<file path="config.mk">
export PLATFORM = sky130hd
export DESIGN_NAME = lpw_ctrl
export DESIGN_NICKNAME = d
export VERILOG_FILES = /design/src/common/lpw_pkg.sv /design/src/hdl/lpw_ctrl.sv
export SDC_FILE = /design/constraint.sdc
export NUM_CORES = 1
export LEC_CHECK = 0
export ABC_AREA = 1
export BUFFER_PORTS_ARGS = -buffer_cell sky130_fd_sc_hd__buf_2
export CAP_MARGIN = 30
export CORE_ASPECT_RATIO = 0.8
export CORE_MARGIN = 8
export CORE_UTILIZATION = 30
export DETAILED_ROUTE_END_ITERATION = 16
export GPL_TIMING_DRIVEN = 0
export SLEW_MARGIN = 25
export SYNTH_ARGS = -nofsm -noshare
export SYNTH_HDL_FRONTEND = slang
export SYNTH_SLANG_ARGS = --single-unit
</file>
<file path="constraint.sdc">
create_clock -name CLK -period 4.51 [get_ports CLK]
set_clock_uncertainty 0.2 [all_clocks]
set_input_delay 0.451 -clock CLK [delete_from_list [all_inputs] [get_ports CLK]]
set_output_delay 0.451 -clock CLK [all_outputs]
set_load 0.02 [all_outputs]
</file>
<file path="src/common/lpw_pkg.sv">
// Constants, register map and types for the low-power mode and wake-up controller
package lpw_pkg;

  // ----------------------------------------------------------------
  // Register map (byte addresses)
  // ----------------------------------------------------------------
  localparam int          ADR_W         = 5;
  localparam logic [4:0]  ADR_CMD       = 5'h00;
  localparam logic [4:0]  ADR_CLK_KEEP  = 5'h04;
  localparam logic [4:0]  ADR_ANA_KEEP  = 5'h08;
  localparam logic [4:0]  ADR_PERI_KEEP = 5'h0C;
  localparam logic [4:0]  ADR_WAKE_LO   = 5'h10;
  localparam logic [4:0]  ADR_WAKE_HI   = 5'h14;
  localparam logic [4:0]  ADR_STATUS    = 5'h18;

  // ----------------------------------------------------------------
  // Command bits, one-shot on write
  // ----------------------------------------------------------------
  localparam int CMD_SLEEP0 = 0;
  localparam int CMD_SLEEP1 = 1;
  localparam int CMD_DSLEEP = 2;
  localparam int CMD_DPD    = 3;
  localparam int CMD_FDPD   = 4;

  // ----------------------------------------------------------------
  // Field widths and positions
  // ----------------------------------------------------------------
  localparam int NUM_SRC  = 10;
  localparam int NUM_ANA  = 2;
  localparam int ANA_CMP  = 1;
  localparam int NUM_PERI = 8;
  localparam int NUM_WK   = 64;
  localparam int NUM_SER  = 8;
  localparam logic [NUM_SRC-1:0]  CLK_KEEP_RST  = 10'h000;
  localparam logic [NUM_ANA-1:0]  ANA_KEEP_RST  = 2'h0;
  localparam logic [NUM_PERI-1:0] PERI_KEEP_RST = 8'h00;
  localparam logic [31:0]         WAKE_EN_RST   = 32'h00000000;

  // Wake source bit positions in the 64-bit request vector
  localparam int WK_PIN_INT = 0;
  localparam int WK_WDOG0   = 1;
  localparam int WK_WDOG1   = 2;
  localparam int WK_RTC     = 3;
  localparam int WK_UTICK   = 4;
  localparam int WK_USB     = 5;
  localparam int WK_DMA     = 6;
  localparam int WK_DIGITAL_MICROPHONE_INTERFACE    = 7;
  localparam int WK_CMP     = 8;
  localparam int WK_SER_LO  = 16;

  // Status word positions
  localparam int ST_SLEEP_POS = 0;
  localparam int ST_STATE_POS = 4;
  localparam int ST_CAUSE_POS = 8;

  // ----------------------------------------------------------------
  // Timing
  // ----------------------------------------------------------------
  localparam int CLK_NS       = 100;
  localparam int SETTLE_NS    = 1000;
  localparam int SETTLE_CYC   = (SETTLE_NS + CLK_NS - 1) / CLK_NS;
  localparam int WAKE_RST_NS  = 400;
  localparam int WAKE_RST_CYC = (WAKE_RST_NS + CLK_NS - 1) / CLK_NS;
  localparam int CNT_W        = 4;

  // ----------------------------------------------------------------
  // Types
  // ----------------------------------------------------------------
  typedef enum logic [2:0] {
    LPW_RUN,
    LPW_DSLEEP,
    LPW_RESTART,
    LPW_DPD,
    LPW_WAKE_RST
  } lpw_state_t;

  typedef struct packed {
    logic main_clk;
    logic periph_clk;
    logic main_pll;
    logic audio_pll;
    logic boot_rom;
    logic core_pwr;
    logic pin_hold;
    logic pin_hiz;
  } lpw_gate_t;

  localparam lpw_gate_t GATE_RUN = '{1'b1, 1'b1, 1'b1, 1'b1, 1'b1, 1'b1, 1'b0, 1'b0};

endpackage : lpw_pkg

</file>
<file path="src/hdl/lpw_ctrl.sv">
// Low-power mode and wake-up controller with a classic Wishbone slave
//
// Behaviour
// - Each of the two processors has its own independent sleep state.
// - Sleep gates that processor's clock until reset or interrupt.
// - Peripheral clocks stay on in sleep; their interrupts wake the processor.
// - Sleep and deep-sleep retain all state and hold pins at their level.
// - Deep-sleep stops processor, main and peripheral clocks; sources off unless kept.
// - Analog blocks off in deep-sleep unless selected to keep running.
// - Pin interrupts and selected peripherals may keep running in deep-sleep.
// - Main PLL, audio PLL and main clock always stop in deep-sleep.
// - Deep power-down removes power except always-on domain and wake pins.
// - Deep power-down exits only on reset pin, RTC event or power-IC pin; the first watchdog reset also exits it here.
// - The one-second alarm flag raises an RTC wake-up request.
// - Deep power-down loses contents, wakes as reset, tri-states pins.
// - Both power-down modes set identical on/off states; RTC stays configurable.
// - The comparator may run in deep-sleep but never wakes the chip.
// - Only the first watchdog wakes from deep-sleep or resets the chip.
// - Serial interfaces wake only as slaves, or as slow-clocked asynchronous ports.
// - USB activity needing a clock wakes the chip from deep-sleep.
// - Serial and microphone activity issues a hardware wake out of sleep.
// - DMA may keep running in deep-sleep and its interrupts wake the chip.
// - An interrupt wakes only if enabled in the processor's interrupt controller.
// - A deep-sleep source wakes only if enabled in a wake-start enable register.
//
// Local design decisions: the register addresses and the Wishbone slave port.
`timescale 1ns/10ps
`default_nettype none

module lpw_ctrl #(
  parameter int SETTLE    = lpw_pkg::SETTLE_CYC,
  parameter int RST_PULSE = lpw_pkg::WAKE_RST_CYC
) (
  input  wire  logic                          CLK,
  input  wire  logic                          SYS_RST,
  // Wishbone slave
  input  wire  logic                          CYC_I,
  input  wire  logic                          STB_I,
  input  wire  logic                          WE_I,
  input  wire  logic [3:0]                    SEL_I,
  input  wire  logic [lpw_pkg::ADR_W-1:0]     ADR_I,
  input  wire  logic [31:0]                   DAT_I,
  output logic       [31:0]                   DAT_O,
  output logic                                ACK_O,
  // Wake request sources
  input  wire  logic [lpw_pkg::NUM_WK-1:0]    IRQ,
  input  wire  logic [lpw_pkg::NUM_WK-1:0]    NVIC_EN0,
  input  wire  logic [lpw_pkg::NUM_WK-1:0]    NVIC_EN1,
  input  wire  logic [lpw_pkg::NUM_SER-1:0]   SER_SLAVE,
  input  wire  logic [lpw_pkg::NUM_SER-1:0]   USART_SLOW,
  input  wire  logic                          HARDWARE_ACTIVITY_WAKE,
  input  wire  logic                          ONE_SECOND_ALARM_FLAG,
  input  wire  logic                          RTC_WAKE_EVT,
  input  wire  logic                          POWER_IC_WAKE_PIN_N,
  input  wire  logic                          RESET_PIN_N,
  input  wire  logic                          PRIMARY_WATCHDOG_RST,
  input  wire  logic                          SUPPLY_GOOD,
  // Power and clock controls
  output logic [1:0]                          CPU_CLK_EN,
  output lpw_pkg::lpw_gate_t                  GATE,
  output logic [lpw_pkg::NUM_SRC-1:0]         SRC_EN,
  output logic [lpw_pkg::NUM_ANA-1:0]         ANA_EN,
  output logic [lpw_pkg::NUM_PERI-1:0]        PERI_RUN,
  output logic                                RTC_WAKE_IRQ,
  output logic                                CHIP_RESET
);

  // ----------------------------------------------------------------
  // Declarations
  // ----------------------------------------------------------------
  lpw_pkg::lpw_state_t             state_ff;
  lpw_pkg::lpw_state_t             nxt_state;
  logic [1:0]                      sleep_ff;
  logic [1:0]                      nxt_sleep;
  logic                            full_dpd_ff;
  logic [lpw_pkg::CNT_W-1:0]       cnt_ff;
  logic [lpw_pkg::CNT_W-1:0]       nxt_cnt;
  logic [lpw_pkg::NUM_SRC-1:0]     clk_keep_ff;
  logic [lpw_pkg::NUM_ANA-1:0]     ana_keep_ff;
  logic [lpw_pkg::NUM_PERI-1:0]    peri_keep_ff;
  logic [31:0]                     wake_lo_ff;
  logic [31:0]                     wake_hi_ff;
  logic [2:0]                      cause_ff;
  logic                            wb_req;
  logic                            wr_cmd;
  logic [lpw_pkg::NUM_WK-1:0]      irq_eff;
  logic                            ds_wake;
  logic                            dpd_wake;
  logic [1:0]                      slp_wake;
  lpw_pkg::lpw_gate_t              nxt_gate;
  logic [1:0]                      nxt_cpu_clk;

  // ----------------------------------------------------------------
  // Functions
  // ----------------------------------------------------------------
  // Sources that may ever wake from deep-sleep
  function automatic logic [lpw_pkg::NUM_WK-1:0] ds_eligible(
    input logic [lpw_pkg::NUM_SER-1:0] slave,
    input logic [lpw_pkg::NUM_SER-1:0] slow
  );
    logic [lpw_pkg::NUM_WK-1:0] m;
    m = '1;
    m[lpw_pkg::WK_CMP]   = 1'b0;
    m[lpw_pkg::WK_WDOG1] = 1'b0;
    // Serial only as slave or slow
    m[lpw_pkg::WK_SER_LO +: lpw_pkg::NUM_SER] = slave | slow;
    return m;
  endfunction : ds_eligible

  function automatic logic [31:0] word_merge(
    input logic [31:0] old,
    input logic [31:0] dat,
    input logic [3:0]  sel
  );
    logic [31:0] r;
    r = old;
    for (int i = 0; i < 4; i++)
    begin
      if (sel[i])
      begin
        r[i*8 +: 8] = dat[i*8 +: 8];
      end
    end
    return r;
  endfunction : word_merge

  // ----------------------------------------------------------------
  // Wishbone slave
  // ----------------------------------------------------------------
  assign wb_req = CYC_I & STB_I & ~ACK_O;
  assign wr_cmd = wb_req & WE_I & (ADR_I == lpw_pkg::ADR_CMD) & SEL_I[0];

  always_ff @(posedge CLK or posedge SYS_RST)
  begin
    if (SYS_RST)
    begin
      ACK_O <= 1'b0;
    end
    else
    begin
      ACK_O <= wb_req;
    end
  end

  always_ff @(posedge CLK or posedge SYS_RST)
  begin
    if (SYS_RST)
    begin
      DAT_O <= 32'h00000000;
    end
    else if (wb_req & ~WE_I)
    begin
      case (ADR_I)
        lpw_pkg::ADR_CLK_KEEP:  DAT_O <= 32'(clk_keep_ff);
        lpw_pkg::ADR_ANA_KEEP:  DAT_O <= 32'(ana_keep_ff);
        lpw_pkg::ADR_PERI_KEEP: DAT_O <= 32'(peri_keep_ff);
        lpw_pkg::ADR_WAKE_LO:   DAT_O <= wake_lo_ff;
        lpw_pkg::ADR_WAKE_HI:   DAT_O <= wake_hi_ff;
        lpw_pkg::ADR_STATUS:
        begin
          DAT_O <= (32'(sleep_ff) << lpw_pkg::ST_SLEEP_POS)
                 | (32'(state_ff) << lpw_pkg::ST_STATE_POS)
                 | (32'(cause_ff) << lpw_pkg::ST_CAUSE_POS);
        end
        default:                DAT_O <= 32'h00000000;
      endcase
    end
  end

  // ----------------------------------------------------------------
  // Configuration registers
  // ----------------------------------------------------------------
  // Contents lost on power-down wake
  always_ff @(posedge CLK or posedge SYS_RST)
  begin
    if (SYS_RST)
    begin
      clk_keep_ff  <= lpw_pkg::CLK_KEEP_RST;
      ana_keep_ff  <= lpw_pkg::ANA_KEEP_RST;
      peri_keep_ff <= lpw_pkg::PERI_KEEP_RST;
      wake_lo_ff   <= lpw_pkg::WAKE_EN_RST;
      wake_hi_ff   <= lpw_pkg::WAKE_EN_RST;
    end
    else if (state_ff == lpw_pkg::LPW_WAKE_RST)
    begin
      clk_keep_ff  <= lpw_pkg::CLK_KEEP_RST;
      ana_keep_ff  <= lpw_pkg::ANA_KEEP_RST;
      peri_keep_ff <= lpw_pkg::PERI_KEEP_RST;
      wake_lo_ff   <= lpw_pkg::WAKE_EN_RST;
      wake_hi_ff   <= lpw_pkg::WAKE_EN_RST;
    end
    else if (wb_req & WE_I)
    begin
      case (ADR_I)
        lpw_pkg::ADR_CLK_KEEP:
          clk_keep_ff <= word_merge(32'(clk_keep_ff), DAT_I, SEL_I)
                         [lpw_pkg::NUM_SRC-1:0];
        lpw_pkg::ADR_ANA_KEEP:
          ana_keep_ff <= word_merge(32'(ana_keep_ff), DAT_I, SEL_I)
                         [lpw_pkg::NUM_ANA-1:0];
        lpw_pkg::ADR_PERI_KEEP:
          peri_keep_ff <= word_merge(32'(peri_keep_ff), DAT_I, SEL_I)
                          [lpw_pkg::NUM_PERI-1:0];
        lpw_pkg::ADR_WAKE_LO: wake_lo_ff <= word_merge(wake_lo_ff, DAT_I, SEL_I);
        lpw_pkg::ADR_WAKE_HI: wake_hi_ff <= word_merge(wake_hi_ff, DAT_I, SEL_I);
        default:              ;
      endcase
    end
  end

  // ----------------------------------------------------------------
  // Wake decode
  // ----------------------------------------------------------------
  // Alarm flag feeds the RTC wake request
  assign irq_eff = IRQ | (lpw_pkg::NUM_WK'(ONE_SECOND_ALARM_FLAG) << lpw_pkg::WK_RTC);

  // Hardware activity wakes a sleeping processor
  // Interrupt must be enabled in that processor's controller
  assign slp_wake[0] = (|(irq_eff & NVIC_EN0)) | HARDWARE_ACTIVITY_WAKE;
  assign slp_wake[1] = (|(irq_eff & NVIC_EN1)) | HARDWARE_ACTIVITY_WAKE;

  // Comparator, second watchdog and master-mode serial excluded
  assign ds_wake = |(irq_eff & ds_eligible(SER_SLAVE, USART_SLOW)
                     & {wake_hi_ff, wake_lo_ff} & (NVIC_EN0 | NVIC_EN1));

  // Only the RTC or the power-IC pin; reset pin handled separately
  // Full power-down waits for supplies from outside
  assign dpd_wake = (ONE_SECOND_ALARM_FLAG | RTC_WAKE_EVT | ~POWER_IC_WAKE_PIN_N)
                    & (~full_dpd_ff | SUPPLY_GOOD);

  // ----------------------------------------------------------------
  // Mode sequencer
  // ----------------------------------------------------------------
  always_comb
  begin
    nxt_state = state_ff;
    nxt_cnt   = cnt_ff;
    case (state_ff)
      lpw_pkg::LPW_RUN:
      begin
        if (wr_cmd & (DAT_I[lpw_pkg::CMD_DPD] | DAT_I[lpw_pkg::CMD_FDPD]))
        begin
          nxt_state = lpw_pkg::LPW_DPD;
        end
        else if (wr_cmd & DAT_I[lpw_pkg::CMD_DSLEEP])
        begin
          nxt_state = lpw_pkg::LPW_DSLEEP;
        end
      end
      lpw_pkg::LPW_DSLEEP:
      begin
        if (ds_wake)
        begin
          nxt_state = lpw_pkg::LPW_RESTART;
          nxt_cnt   = lpw_pkg::CNT_W'(SETTLE - 1);
        end
      end
      // Clocks settle before processor clock returns
      lpw_pkg::LPW_RESTART:
      begin
        if (cnt_ff == '0)
        begin
          nxt_state = lpw_pkg::LPW_RUN;
        end
        else
        begin
          nxt_cnt = cnt_ff - 1'b1;
        end
      end
      lpw_pkg::LPW_DPD:
      begin
        if (dpd_wake)
        begin
          nxt_state = lpw_pkg::LPW_WAKE_RST;
          nxt_cnt   = lpw_pkg::CNT_W'(RST_PULSE - 1);
        end
      end
      lpw_pkg::LPW_WAKE_RST:
      begin
        if (cnt_ff == '0)
        begin
          nxt_state = lpw_pkg::LPW_RUN;
        end
        else
        begin
          nxt_cnt = cnt_ff - 1'b1;
        end
      end
      default: nxt_state = lpw_pkg::LPW_RUN;
    endcase
    // First watchdog or reset pin restarts the chip from any mode
    if (PRIMARY_WATCHDOG_RST | ~RESET_PIN_N)
    begin
      nxt_state = lpw_pkg::LPW_WAKE_RST;
      nxt_cnt   = lpw_pkg::CNT_W'(RST_PULSE - 1);
    end
  end

  always_ff @(posedge CLK or posedge SYS_RST)
  begin
    if (SYS_RST)
    begin
      state_ff <= lpw_pkg::LPW_RUN;
      cnt_ff   <= '0;
    end
    else
    begin
      state_ff <= nxt_state;
      cnt_ff   <= nxt_cnt;
    end
  end

  always_ff @(posedge CLK or posedge SYS_RST)
  begin
    if (SYS_RST)
    begin
      full_dpd_ff <= 1'b0;
    end
    else if (state_ff == lpw_pkg::LPW_RUN && nxt_state == lpw_pkg::LPW_DPD)
    begin
      full_dpd_ff <= DAT_I[lpw_pkg::CMD_FDPD];
    end
  end

  always_ff @(posedge CLK or posedge SYS_RST)
  begin
    if (SYS_RST)
    begin
      cause_ff <= 3'h0;
    end
    else if (state_ff != lpw_pkg::LPW_WAKE_RST && nxt_state == lpw_pkg::LPW_WAKE_RST)
    begin
      cause_ff <= {dpd_wake, PRIMARY_WATCHDOG_RST, ~RESET_PIN_N};
    end
  end

  // ----------------------------------------------------------------
  // Per-processor sleep
  // ----------------------------------------------------------------
  // Independent sleep flags
  always_comb
  begin
    nxt_sleep = sleep_ff;
    for (int c = 0; c < 2; c++)
    begin
      if (slp_wake[c] | (nxt_state == lpw_pkg::LPW_WAKE_RST))
      begin
        nxt_sleep[c] = 1'b0;
      end
      else if (wr_cmd & DAT_I[lpw_pkg::CMD_SLEEP0 + c]
               & (state_ff == lpw_pkg::LPW_RUN))
      begin
        nxt_sleep[c] = 1'b1;
      end
    end
  end

  always_ff @(posedge CLK or posedge SYS_RST)
  begin
    if (SYS_RST)
    begin
      sleep_ff <= 2'b00;
    end
    else
    begin
      sleep_ff <= nxt_sleep;
    end
  end

  // ----------------------------------------------------------------
  // Output gating
  // ----------------------------------------------------------------
  always_comb
  begin
    nxt_gate    = lpw_pkg::GATE_RUN;
    nxt_cpu_clk = 2'b00;
    case (nxt_state)
      lpw_pkg::LPW_RUN:
      begin
        // Peripheral clocks untouched by processor sleep
        nxt_cpu_clk = ~nxt_sleep;
      end
      lpw_pkg::LPW_DSLEEP:
      begin
        nxt_gate.main_clk   = 1'b0;
        nxt_gate.periph_clk = 1'b0;
        nxt_gate.main_pll   = 1'b0;
        nxt_gate.audio_pll  = 1'b0;
        nxt_gate.boot_rom   = 1'b0;
        nxt_gate.pin_hold   = 1'b1;
      end
      lpw_pkg::LPW_RESTART:
      begin
        nxt_gate.pin_hold = 1'b1;
      end
      lpw_pkg::LPW_DPD:
      begin
        nxt_gate = '0;
        nxt_gate.pin_hiz = 1'b1;
      end
      lpw_pkg::LPW_WAKE_RST:
      begin
        nxt_gate.pin_hiz = 1'b1;
      end
      default: nxt_cpu_clk = 2'b00;
    endcase
  end

  always_ff @(posedge CLK or posedge SYS_RST)
  begin
    if (SYS_RST)
    begin
      GATE       <= lpw_pkg::GATE_RUN;
      CPU_CLK_EN <= 2'b11;
      SRC_EN     <= '1;
      ANA_EN     <= '1;
      PERI_RUN   <= '1;
      CHIP_RESET <= 1'b0;
    end
    else
    begin
      GATE       <= nxt_gate;
      CPU_CLK_EN <= nxt_cpu_clk;
      CHIP_RESET <= (nxt_state == lpw_pkg::LPW_WAKE_RST);
      case (nxt_state)
        lpw_pkg::LPW_DSLEEP:
        begin
          // Sources only as configured to stay on
          SRC_EN   <= clk_keep_ff;
          ANA_EN   <= ana_keep_ff;
          PERI_RUN <= peri_keep_ff;
        end
        lpw_pkg::LPW_DPD, lpw_pkg::LPW_WAKE_RST:
        begin
          // Same state for both power-down modes
          SRC_EN   <= '0;
          ANA_EN   <= '0;
          PERI_RUN <= '0;
        end
        default:
        begin
          SRC_EN   <= '1;
          ANA_EN   <= '1;
          PERI_RUN <= '1;
        end
      endcase
    end
  end

  always_ff @(posedge CLK or posedge SYS_RST)
  begin
    if (SYS_RST)
    begin
      RTC_WAKE_IRQ <= 1'b0;
    end
    else
    begin
      RTC_WAKE_IRQ <= ONE_SECOND_ALARM_FLAG;
    end
  end

  // ----------------------------------------------------------------
  // Assertions
  // ----------------------------------------------------------------
  a_sleep_gates_cpu: assert property (@(posedge CLK) disable iff (SYS_RST)
    (state_ff == lpw_pkg::LPW_RUN && sleep_ff[0]) |-> !CPU_CLK_EN[0])
    else $error("sleeping cpu0 clock running");

  a_sleep_indep: assert property (@(posedge CLK) disable iff (SYS_RST)
    (state_ff == lpw_pkg::LPW_RUN && sleep_ff[0] && !sleep_ff[1]) |-> CPU_CLK_EN[1])
    else $error("cpu1 stopped by cpu0 sleep");

  a_sleep_periph: assert property (@(posedge CLK) disable iff (SYS_RST)
    (state_ff == lpw_pkg::LPW_RUN) |-> GATE.periph_clk)
    else $error("peripheral clock off in sleep");

  a_ds_clocks_off: assert property (@(posedge CLK) disable iff (SYS_RST)
    (state_ff == lpw_pkg::LPW_DSLEEP) |-> !GATE.main_clk && !GATE.main_pll
                                        && !GATE.audio_pll && GATE.pin_hold)
    else $error("deep-sleep clocks not stopped");

  a_ds_keep_src: assert property (@(posedge CLK) disable iff (SYS_RST)
    (state_ff == lpw_pkg::LPW_DSLEEP && $stable(clk_keep_ff)) |-> SRC_EN == clk_keep_ff)
    else $error("deep-sleep source enables wrong");

  a_ds_wake_gate: assert property (@(posedge CLK) disable iff (SYS_RST)
    (state_ff == lpw_pkg::LPW_DSLEEP && {wake_hi_ff, wake_lo_ff} == '0
     && RESET_PIN_N && !PRIMARY_WATCHDOG_RST) |=> state_ff == lpw_pkg::LPW_DSLEEP)
    else $error("deep-sleep left with no enabled source");

  a_cmp_no_wake: assert property (@(posedge CLK) disable iff (SYS_RST)
    (state_ff == lpw_pkg::LPW_DSLEEP && (irq_eff & ~(64'(1) << lpw_pkg::WK_CMP)) == '0
     && RESET_PIN_N && !PRIMARY_WATCHDOG_RST) |=> state_ff == lpw_pkg::LPW_DSLEEP)
    else $error("comparator woke deep-sleep");

  a_restart_order: assert property (@(posedge CLK) disable iff (SYS_RST)
    (state_ff == lpw_pkg::LPW_RESTART) |-> GATE.main_clk && GATE.periph_clk
                                           && CPU_CLK_EN == 2'b00)
    else $error("cpu clock before main clock settled");

  a_dpd_power: assert property (@(posedge CLK) disable iff (SYS_RST)
    (state_ff == lpw_pkg::LPW_DPD) |-> !GATE.core_pwr && GATE.pin_hiz && SRC_EN == '0)
    else $error("power-down outputs wrong");

  a_dpd_exit: assert property (@(posedge CLK) disable iff (SYS_RST)
    (state_ff == lpw_pkg::LPW_DPD && !dpd_wake && RESET_PIN_N && !PRIMARY_WATCHDOG_RST)
    |=> state_ff == lpw_pkg::LPW_DPD)
    else $error("power-down left without a wake source");

  a_dpd_reset_wake: assert property (@(posedge CLK) disable iff (SYS_RST)
    (state_ff == lpw_pkg::LPW_DPD && dpd_wake) |=> CHIP_RESET ##1 wake_lo_ff == '0)
    else $error("power-down wake not as reset");

  a_rtc_irq: assert property (@(posedge CLK) disable iff (SYS_RST)
    $rose(ONE_SECOND_ALARM_FLAG) |=> RTC_WAKE_IRQ)
    else $error("alarm flag did not raise rtc wake");

endmodule : lpw_ctrl

`default_nettype wire

</file>
[After elaboration in Yosys (flattened, before gate mapping)]
Index checks and enable logic that the tools add are counted.
Word-level totals
  output and inout port bits: 65
  bits in registers: 162
  logic and storage cells: 173
  input port bits: 261
Cells by class
  bitwise logic cells: 38
  add/subtract/negate cells: 1
  equality and inequality tests: 18
  muxes and demuxes: 46
  reduce and logical (&&, ||, !) cells: 37
Operator list (count)
  bitwise AND 64 bit: 5
  2-to-1 mux 32 bit: 6
  case mux 32 bit (6 select lines): 1
  OR reduction 64 bit: 3
  OR 64 x 4 -> 64 bit: 1
  OR 64 bit: 1
  2-to-1 mux 8 bit: 7
  AND reduction 3 bit: 12
  2-to-1 mux 10 bit: 3
  case mux 10 bit (2 select lines): 1
  nonzero test 2 bit: 10
  2-to-1 mux 3 bit: 6
  2-to-1 mux 4 bit: 4
  case mux 8 bit (2 select lines): 1
  == test 5 bit, second input constant: 3
  bitwise AND 1 bit: 13
  == test 3 x 2 -> 1 bit, second input constant: 4
  2-to-1 mux 2 bit: 6
  case mux 3 bit (4 select lines): 1
  case mux 4 bit (3 select lines): 1
  OR 7 x 11 -> 11 bit: 1
  == test 5 x 4 -> 1 bit, second input constant: 2
  != test 3 bit, second input constant: 3
  OR 1 bit: 9
  other kinds (19): 36

[Longest topological paths before layout]
  word-level depth: 15
  mapped depth: 15
  mapped depth without buffers: 14

[Worst setup path before layout]
OpenSTA, ideal clock, no wires.
  path kind: reg2reg
  start point: register ACK_O
  end point: register ANA_EN[1] (netlist name)
  setup slack: 2.577 ns
  setup time: 0.077 ns
  clock period less this slack: 1.933 ns
  cell stages (with the launch flop): 14
  buffers on the path: 1
  data required time: 4.233 ns
  data arrival time: 1.656 ns
  path through: dfrtp_1 > nor2_2 > nand2_2 > nor2_8 > nand3_2 > nor2_2 > nand2_2 > o21ai_2 > inv_2 > nand2_4 > nand2_4 > nand2_2 > buf_4 > nand2_1
On the way
  longest elaborated chain between the ends: 13
  elaborated cells between the ends (all ways): 16
  those cells by class: eq/ne (3); mux (5); bitwise (7); reduce/logical (1)
Ends and longest elaborated chain
  start: declaration: RTL line lpw_ctrl.sv:44  | output logic ACK_O,
  start signal: assignment: RTL line lpw_ctrl.sv:141  | ACK_O <= wb_req;
  NOT 1 bit *: RTL line lpw_ctrl.sv:130  | assign wb_req = CYC_I & STB_I & ~ACK_O;
  bitwise AND 1 bit *: RTL line lpw_ctrl.sv:130
  bitwise AND 1 bit * (3 in a row): RTL line lpw_ctrl.sv:131  | assign wr_cmd = wb_req & WE_I & (ADR_I == lpw_pkg::ADR_CMD) & SEL_I[0];
  bitwise AND 1 bit: RTL line lpw_ctrl.sv:245  | else if (wr_cmd & DAT_I[lpw_pkg::CMD_DSLEEP])
  2-to-1 mux 3 bit: RTL line lpw_ctrl.sv:245
  2-to-1 mux 3 bit *: RTL line lpw_ctrl.sv:241  | if (wr_cmd & (DAT_I[lpw_pkg::CMD_DPD] | DAT_I[lpw_pkg::CMD_FDPD]))
  case mux 3 bit (4 select lines) *: RTL line lpw_ctrl.sv:238  | case (state_ff)
  2-to-1 mux 3 bit *: RTL line lpw_ctrl.sv:292  | if (PRIMARY_WATCHDOG_RST | ~RESET_PIN_N)
  == test 3 x 2 -> 1 bit or == test 3 bit (tied branches): RTL line lpw_ctrl.sv:425  | case (nxt_state)
  OR reduction 2 bit (no line)
  case mux 2 bit (2 select lines) *: RTL line lpw_ctrl.sv:425
  end signal: assignment: RTL line lpw_ctrl.sv:430  | ANA_EN <= ana_keep_ff;
  end: declaration: RTL line lpw_ctrl.sv:62  | output logic [lpw_pkg::NUM_ANA-1:0] ANA_EN,
Every way passes the cells marked *; elsewhere a longest branch is shown, timed or not.
A chain may end at the register's enable or synchronous reset.

[Worst setup path after layout]
  start point: input ONE_SECOND_ALARM_FLAG
  end point: register CPU_CLK_EN[1]
On the way
  longest elaborated chain between the ends: 13
  elaborated cells between the ends (all ways): 21
  those cells by class: eq/ne (1); mux (6); bitwise (11); reduce/logical (3)
Ends and longest elaborated chain
  start: declaration: RTL line lpw_ctrl.sv:52  | input wire logic ONE_SECOND_ALARM_FLAG,
  OR 64 x 4 -> 64 bit: RTL line lpw_ctrl.sv:215  | assign irq_eff = IRQ | (lpw_pkg::NUM_WK'(ONE_SECOND_ALARM_FLAG) << lpw_pkg::WK_RTC);
  bitwise AND 64 bit: RTL line lpw_ctrl.sv:223  | assign ds_wake = |(irq_eff & ds_eligible(SER_SLAVE, USART_SLOW)
  bitwise AND 64 bit (2 in a row): RTL line lpw_ctrl.sv:224  | & {wake_hi_ff, wake_lo_ff} & (NVIC_EN0 | NVIC_EN1));
  OR reduction 64 bit: RTL line lpw_ctrl.sv:223
  2-to-1 mux 3 bit: RTL line lpw_ctrl.sv:252  | if (ds_wake)
  case mux 3 bit (4 select lines): RTL line lpw_ctrl.sv:238
  2-to-1 mux 3 bit: RTL line lpw_ctrl.sv:292
  == test 3 bit: RTL line lpw_ctrl.sv:346  | if (slp_wake[c] | (nxt_state == lpw_pkg::LPW_WAKE_RST))
  OR 1 bit: RTL line lpw_ctrl.sv:346
  2-to-1 mux 1 bit: RTL line lpw_ctrl.sv:346
  NOT 2 bit: RTL line lpw_ctrl.sv:381  | nxt_cpu_clk = ~nxt_sleep;
  2-to-1 mux 2 bit *: RTL line lpw_ctrl.sv:377  | case (nxt_state)
  via nxt_cpu_clk[1]: RTL line lpw_ctrl.sv:91  | logic [1:0] nxt_cpu_clk;
  end signal: assignment: RTL line lpw_ctrl.sv:423  | CPU_CLK_EN <= nxt_cpu_clk;
  end: declaration: RTL line lpw_ctrl.sv:59  | output logic [1:0] CPU_CLK_EN,
Mark *: on every way through the listed nets, which the timed path passes. The rest lies on a longest branch.

==> results.sh <==
export IMPL_yosysUniqueCellTypes=46
export IMPL_whs_path_depth=2
export IMPL_core_um2=29010
export IMPL_maxCapViolCount=0
export IMPL_cp_start_kind="input pin"
export IMPL_grt_max_degree=31
export IMPL_drtAntennaViolNets=0
export IMPL_rsz0062_at_grt="no"
export IMPL_clock_latency_ns=0.44
export IMPL_fin_crit_sh=0.5749
export IMPL_track_usage=0.2236
export IMPL_wire_per_inst_um=20.15
export IMPL_p_per_area_nw_per_um2=280.8
export IMPL_yosys_warnings=0
export IMPL_cts_buffers=17
export IMPL_root_buffer="clkbuf_16"
export IMPL_crit_arrival_ns=2.72
export IMPL_dieArea_um2=34860
export IMPL_r2r_start="wake_hi_ff[0]"
export IMPL_hold_start="RESET_PIN_N"
export IMPL_whs_ns=0.02821
export IMPL_fin_crit_ns=2.593
export IMPL_num_rows=56
export IMPL_final_setup_viol_count=0
export IMPL_rrSetupSlack_ns=2.02
export IMPL_setup_tns_ns=0
export IMPL_avgSynthCellArea_um2=7.169
export IMPL_gp_congestion=0.9095
export IMPL_worst_pin_slew_ns=0.8934
export IMPL_clock_sinks=158
export IMPL_fp_dieW_um=206.7
export IMPL_netlist_area_um2=8732
export IMPL_nets=1833
export IMPL_stdcell_area_um2=11560
export IMPL_die_h_um=168.6
export IMPL_min_to="cause_ff[0]"
export IMPL_final_cell_mix="429 x nand2_1, 339 x buf_2, 179 x nor2_1"
export IMPL_grt_pass1_vias=9609
export IMPL_ios=326
export IMPL_cts_tree="built"
export IMPL_utilization=0.3986
export IMPL_avgViaCountPerCell=4.858
export IMPL_yosysSeqAreaShare=0.4562
export IMPL_reg2reg_to="CPU_CLK_EN[0]"
export IMPL_hpwl_mm=33.61
export IMPL_slew_headroom=0.3890
export IMPL_overflow=0
export IMPL_cts_buffer_depth=2
export IMPL_antenna_found_initial=7
export IMPL_hp_class="in2reg"
export IMPL_path_max_fanout=3
export IMPL_timing_fmax_mhz=385.7
export IMPL_power_leakage_nw=6.075
export IMPL_port_buffers=325
export IMPL_dr_pass1_iters=5
export IMPL_slew_viol_final=0
export IMPL_ys_ff_latch=158
export IMPL_vdd_drop_max_mv=0.2531
export IMPL_clk_pin_slew_ns=0.06
export IMPL_critPathCaptureType="flop"
export IMPL_num_vias=9536
export IMPL_start_util=0.3010
export IMPL_worst_ep_required_time_ns=4.64
export IMPL_synth_fp_nets=1481
export IMPL_htreeDepth=4
export IMPL_crit_type="in2reg"
export IMPL_netlist_instances=1218
export IMPL_remaining_drc_errors=0
export IMPL_postRouteWirelength_mm=39.55
export IMPL_area_delta_synth_final_pct=32.43
export IMPL_final_common_cell="nand2_1"
export IMPL_place_area_um2=10960
export IMPL_outcome="finished, final reports clean"
export IMPL_grt_pass1_wl_mm=58.06
export IMPL_drt_iter0_drc=844
export IMPL_drive_above_1_share=0.2780
export IMPL_hold_viol=0
export IMPL_r2r_cells=13
[flip-flops by register name (all words and copies together), names as in the netlist]
register and cells:
SRC_EN 10, sleep_ff 2, clk_keep_ff 10, GATE 4, cnt_ff 4, RTC_WAKE_IRQ 1
ana_keep_ff 2, DAT_O 32, wake_lo_ff 32, ACK_O 1, full_dpd_ff 1, wake_hi_ff 32
CHIP_RESET 1, state_ff 3, ANA_EN 2, cause_ff 3, CPU_CLK_EN 2, PERI_RUN 8
peri_keep_ff 8
[power breakdown]
| group | internal, mW | leakage [nW] | switching [mW] |
|---|---|---|---|
| registers | 1.44 | 2.09 | 0.0146 |
| logic | 0.153 | 3.71 | 0.227 |
| clock network | 0.735 | 0.274 | 0.680 |
[layer usage]
layer / part of all wire / track usage / vias to the layer above
li1: - / - / 4643
met1: 0.46 / 0.3189 / 4473
met2: 0.44 / 0.3407 / 371
met3: 0.086 / 0.05369 / 39
met4: 0.011 / 0.04404 / 10
met5: 0.0016 / 0 / -
[cell usage after synthesis (all sizes together)]
master | count | area share
a221oi | 22 | 0.022
and3 | 1 | 0.00072
o211ai | 3 | 0.0026
nor3 | 4 | 0.0029
o2111ai | 1 | 0.0010
xor2 | 1 | 0.0010
mux2 | 1 | 0.0013
a211oi | 2 | 0.0017
o21a | 2 | 0.0017
dfstp | 24 | 0.072
o22ai | 23 | 0.016
a31oi | 6 | 0.0050
nand3b | 2 | 0.0017
nand4 | 15 | 0.011
a2111oi | 2 | 0.0020
clkbuf | 13 | 0.0056
o31ai | 1 | 0.00086
buf | 24 | 0.018
dfrtp | 134 | 0.38
ha | 2 | 0.0029
nand3 | 49 | 0.029
nor2 | 185 | 0.083
a21oi | 15 | 0.0095
a22o | 13 | 0.013
a32o | 1 | 0.0011
o21ai | 104 | 0.060
inv | 123 | 0.053
nand2 | 434 | 0.19
clkinv | 2 | 0.0014
or2 | 9 | 0.0064
[through the flow]
stage	std cells	setup WS (ns)	power, mW
after floorplan	1218	1.878	1.619
after global placement	1920	0.6888	1.839
after detailed placement	1926	1.722	1.855
after CTS	1960	1.916	3.282
after global routing	1962	1.742	3.374
final	1963	1.917	3.247
[worst max path at each step]
stage	slack, ns	from	cells past startpoint	to
after CTS	1.92	ONE_SECOND_ALARM_FLAG	10	CPU_CLK_EN[1]
final	1.92	ONE_SECOND_ALARM_FLAG	10	CPU_CLK_EN[1]
after detailed placement	1.72	NVIC_EN1[47]	14	CPU_CLK_EN[1]
after floorplan	1.88	SYS_RST	1	ACK_O
after global routing	1.74	ONE_SECOND_ALARM_FLAG	10	CPU_CLK_EN[1]
after global placement	0.69	SYS_RST	2	DAT_O[17]
[critical path, stage by stage]
cell and delay, ns:
dlygate4sd3_1 0.53, buf_2 0.13, inv_1 0.04, nand2_1 0.14, inv_1 0.15, nor2_1 0.05
a2111oi_0 0.71, nand2_1 0.11, nor2_1 0.24, a21oi_1 0.17
[cell families after synthesis]
kind of cell,count (synthesis),synth area share
flip-flops,158,0.4562
multiplexers,1,0.001289
buffers and inverters,162,0.07780
AND/OR/NAND/NOR,699,0.3237
XOR/XNOR,1,0.001003
adder cells (fa/ha/maj),2,0.002865
AO/OA/AOI/OAI,195,0.1371
[area by class of cell]
cell class                      count  area [µm²]
Tap cell                          377       471.7
Fill cell                        3131       17440
Timing Repair Buffer              333        1774
Multi-Input combinational cell    898        4069
Clock inverter                     15       148.9
Clock buffer                       17       425.4
Antenna cell                        3       7.507
Sequential cell                   158        3984
Inverter                          125       478.0
Buffer                             37       205.2
[what timing repair did]
action | CTS | global route
resized for setup | 0 | 0
hold buffers | 2 | 0
hold endpoints to repair | 12 | 0
setup buffers | 0 | 0
Note: power is estimated with default switching activity, not from simulation.
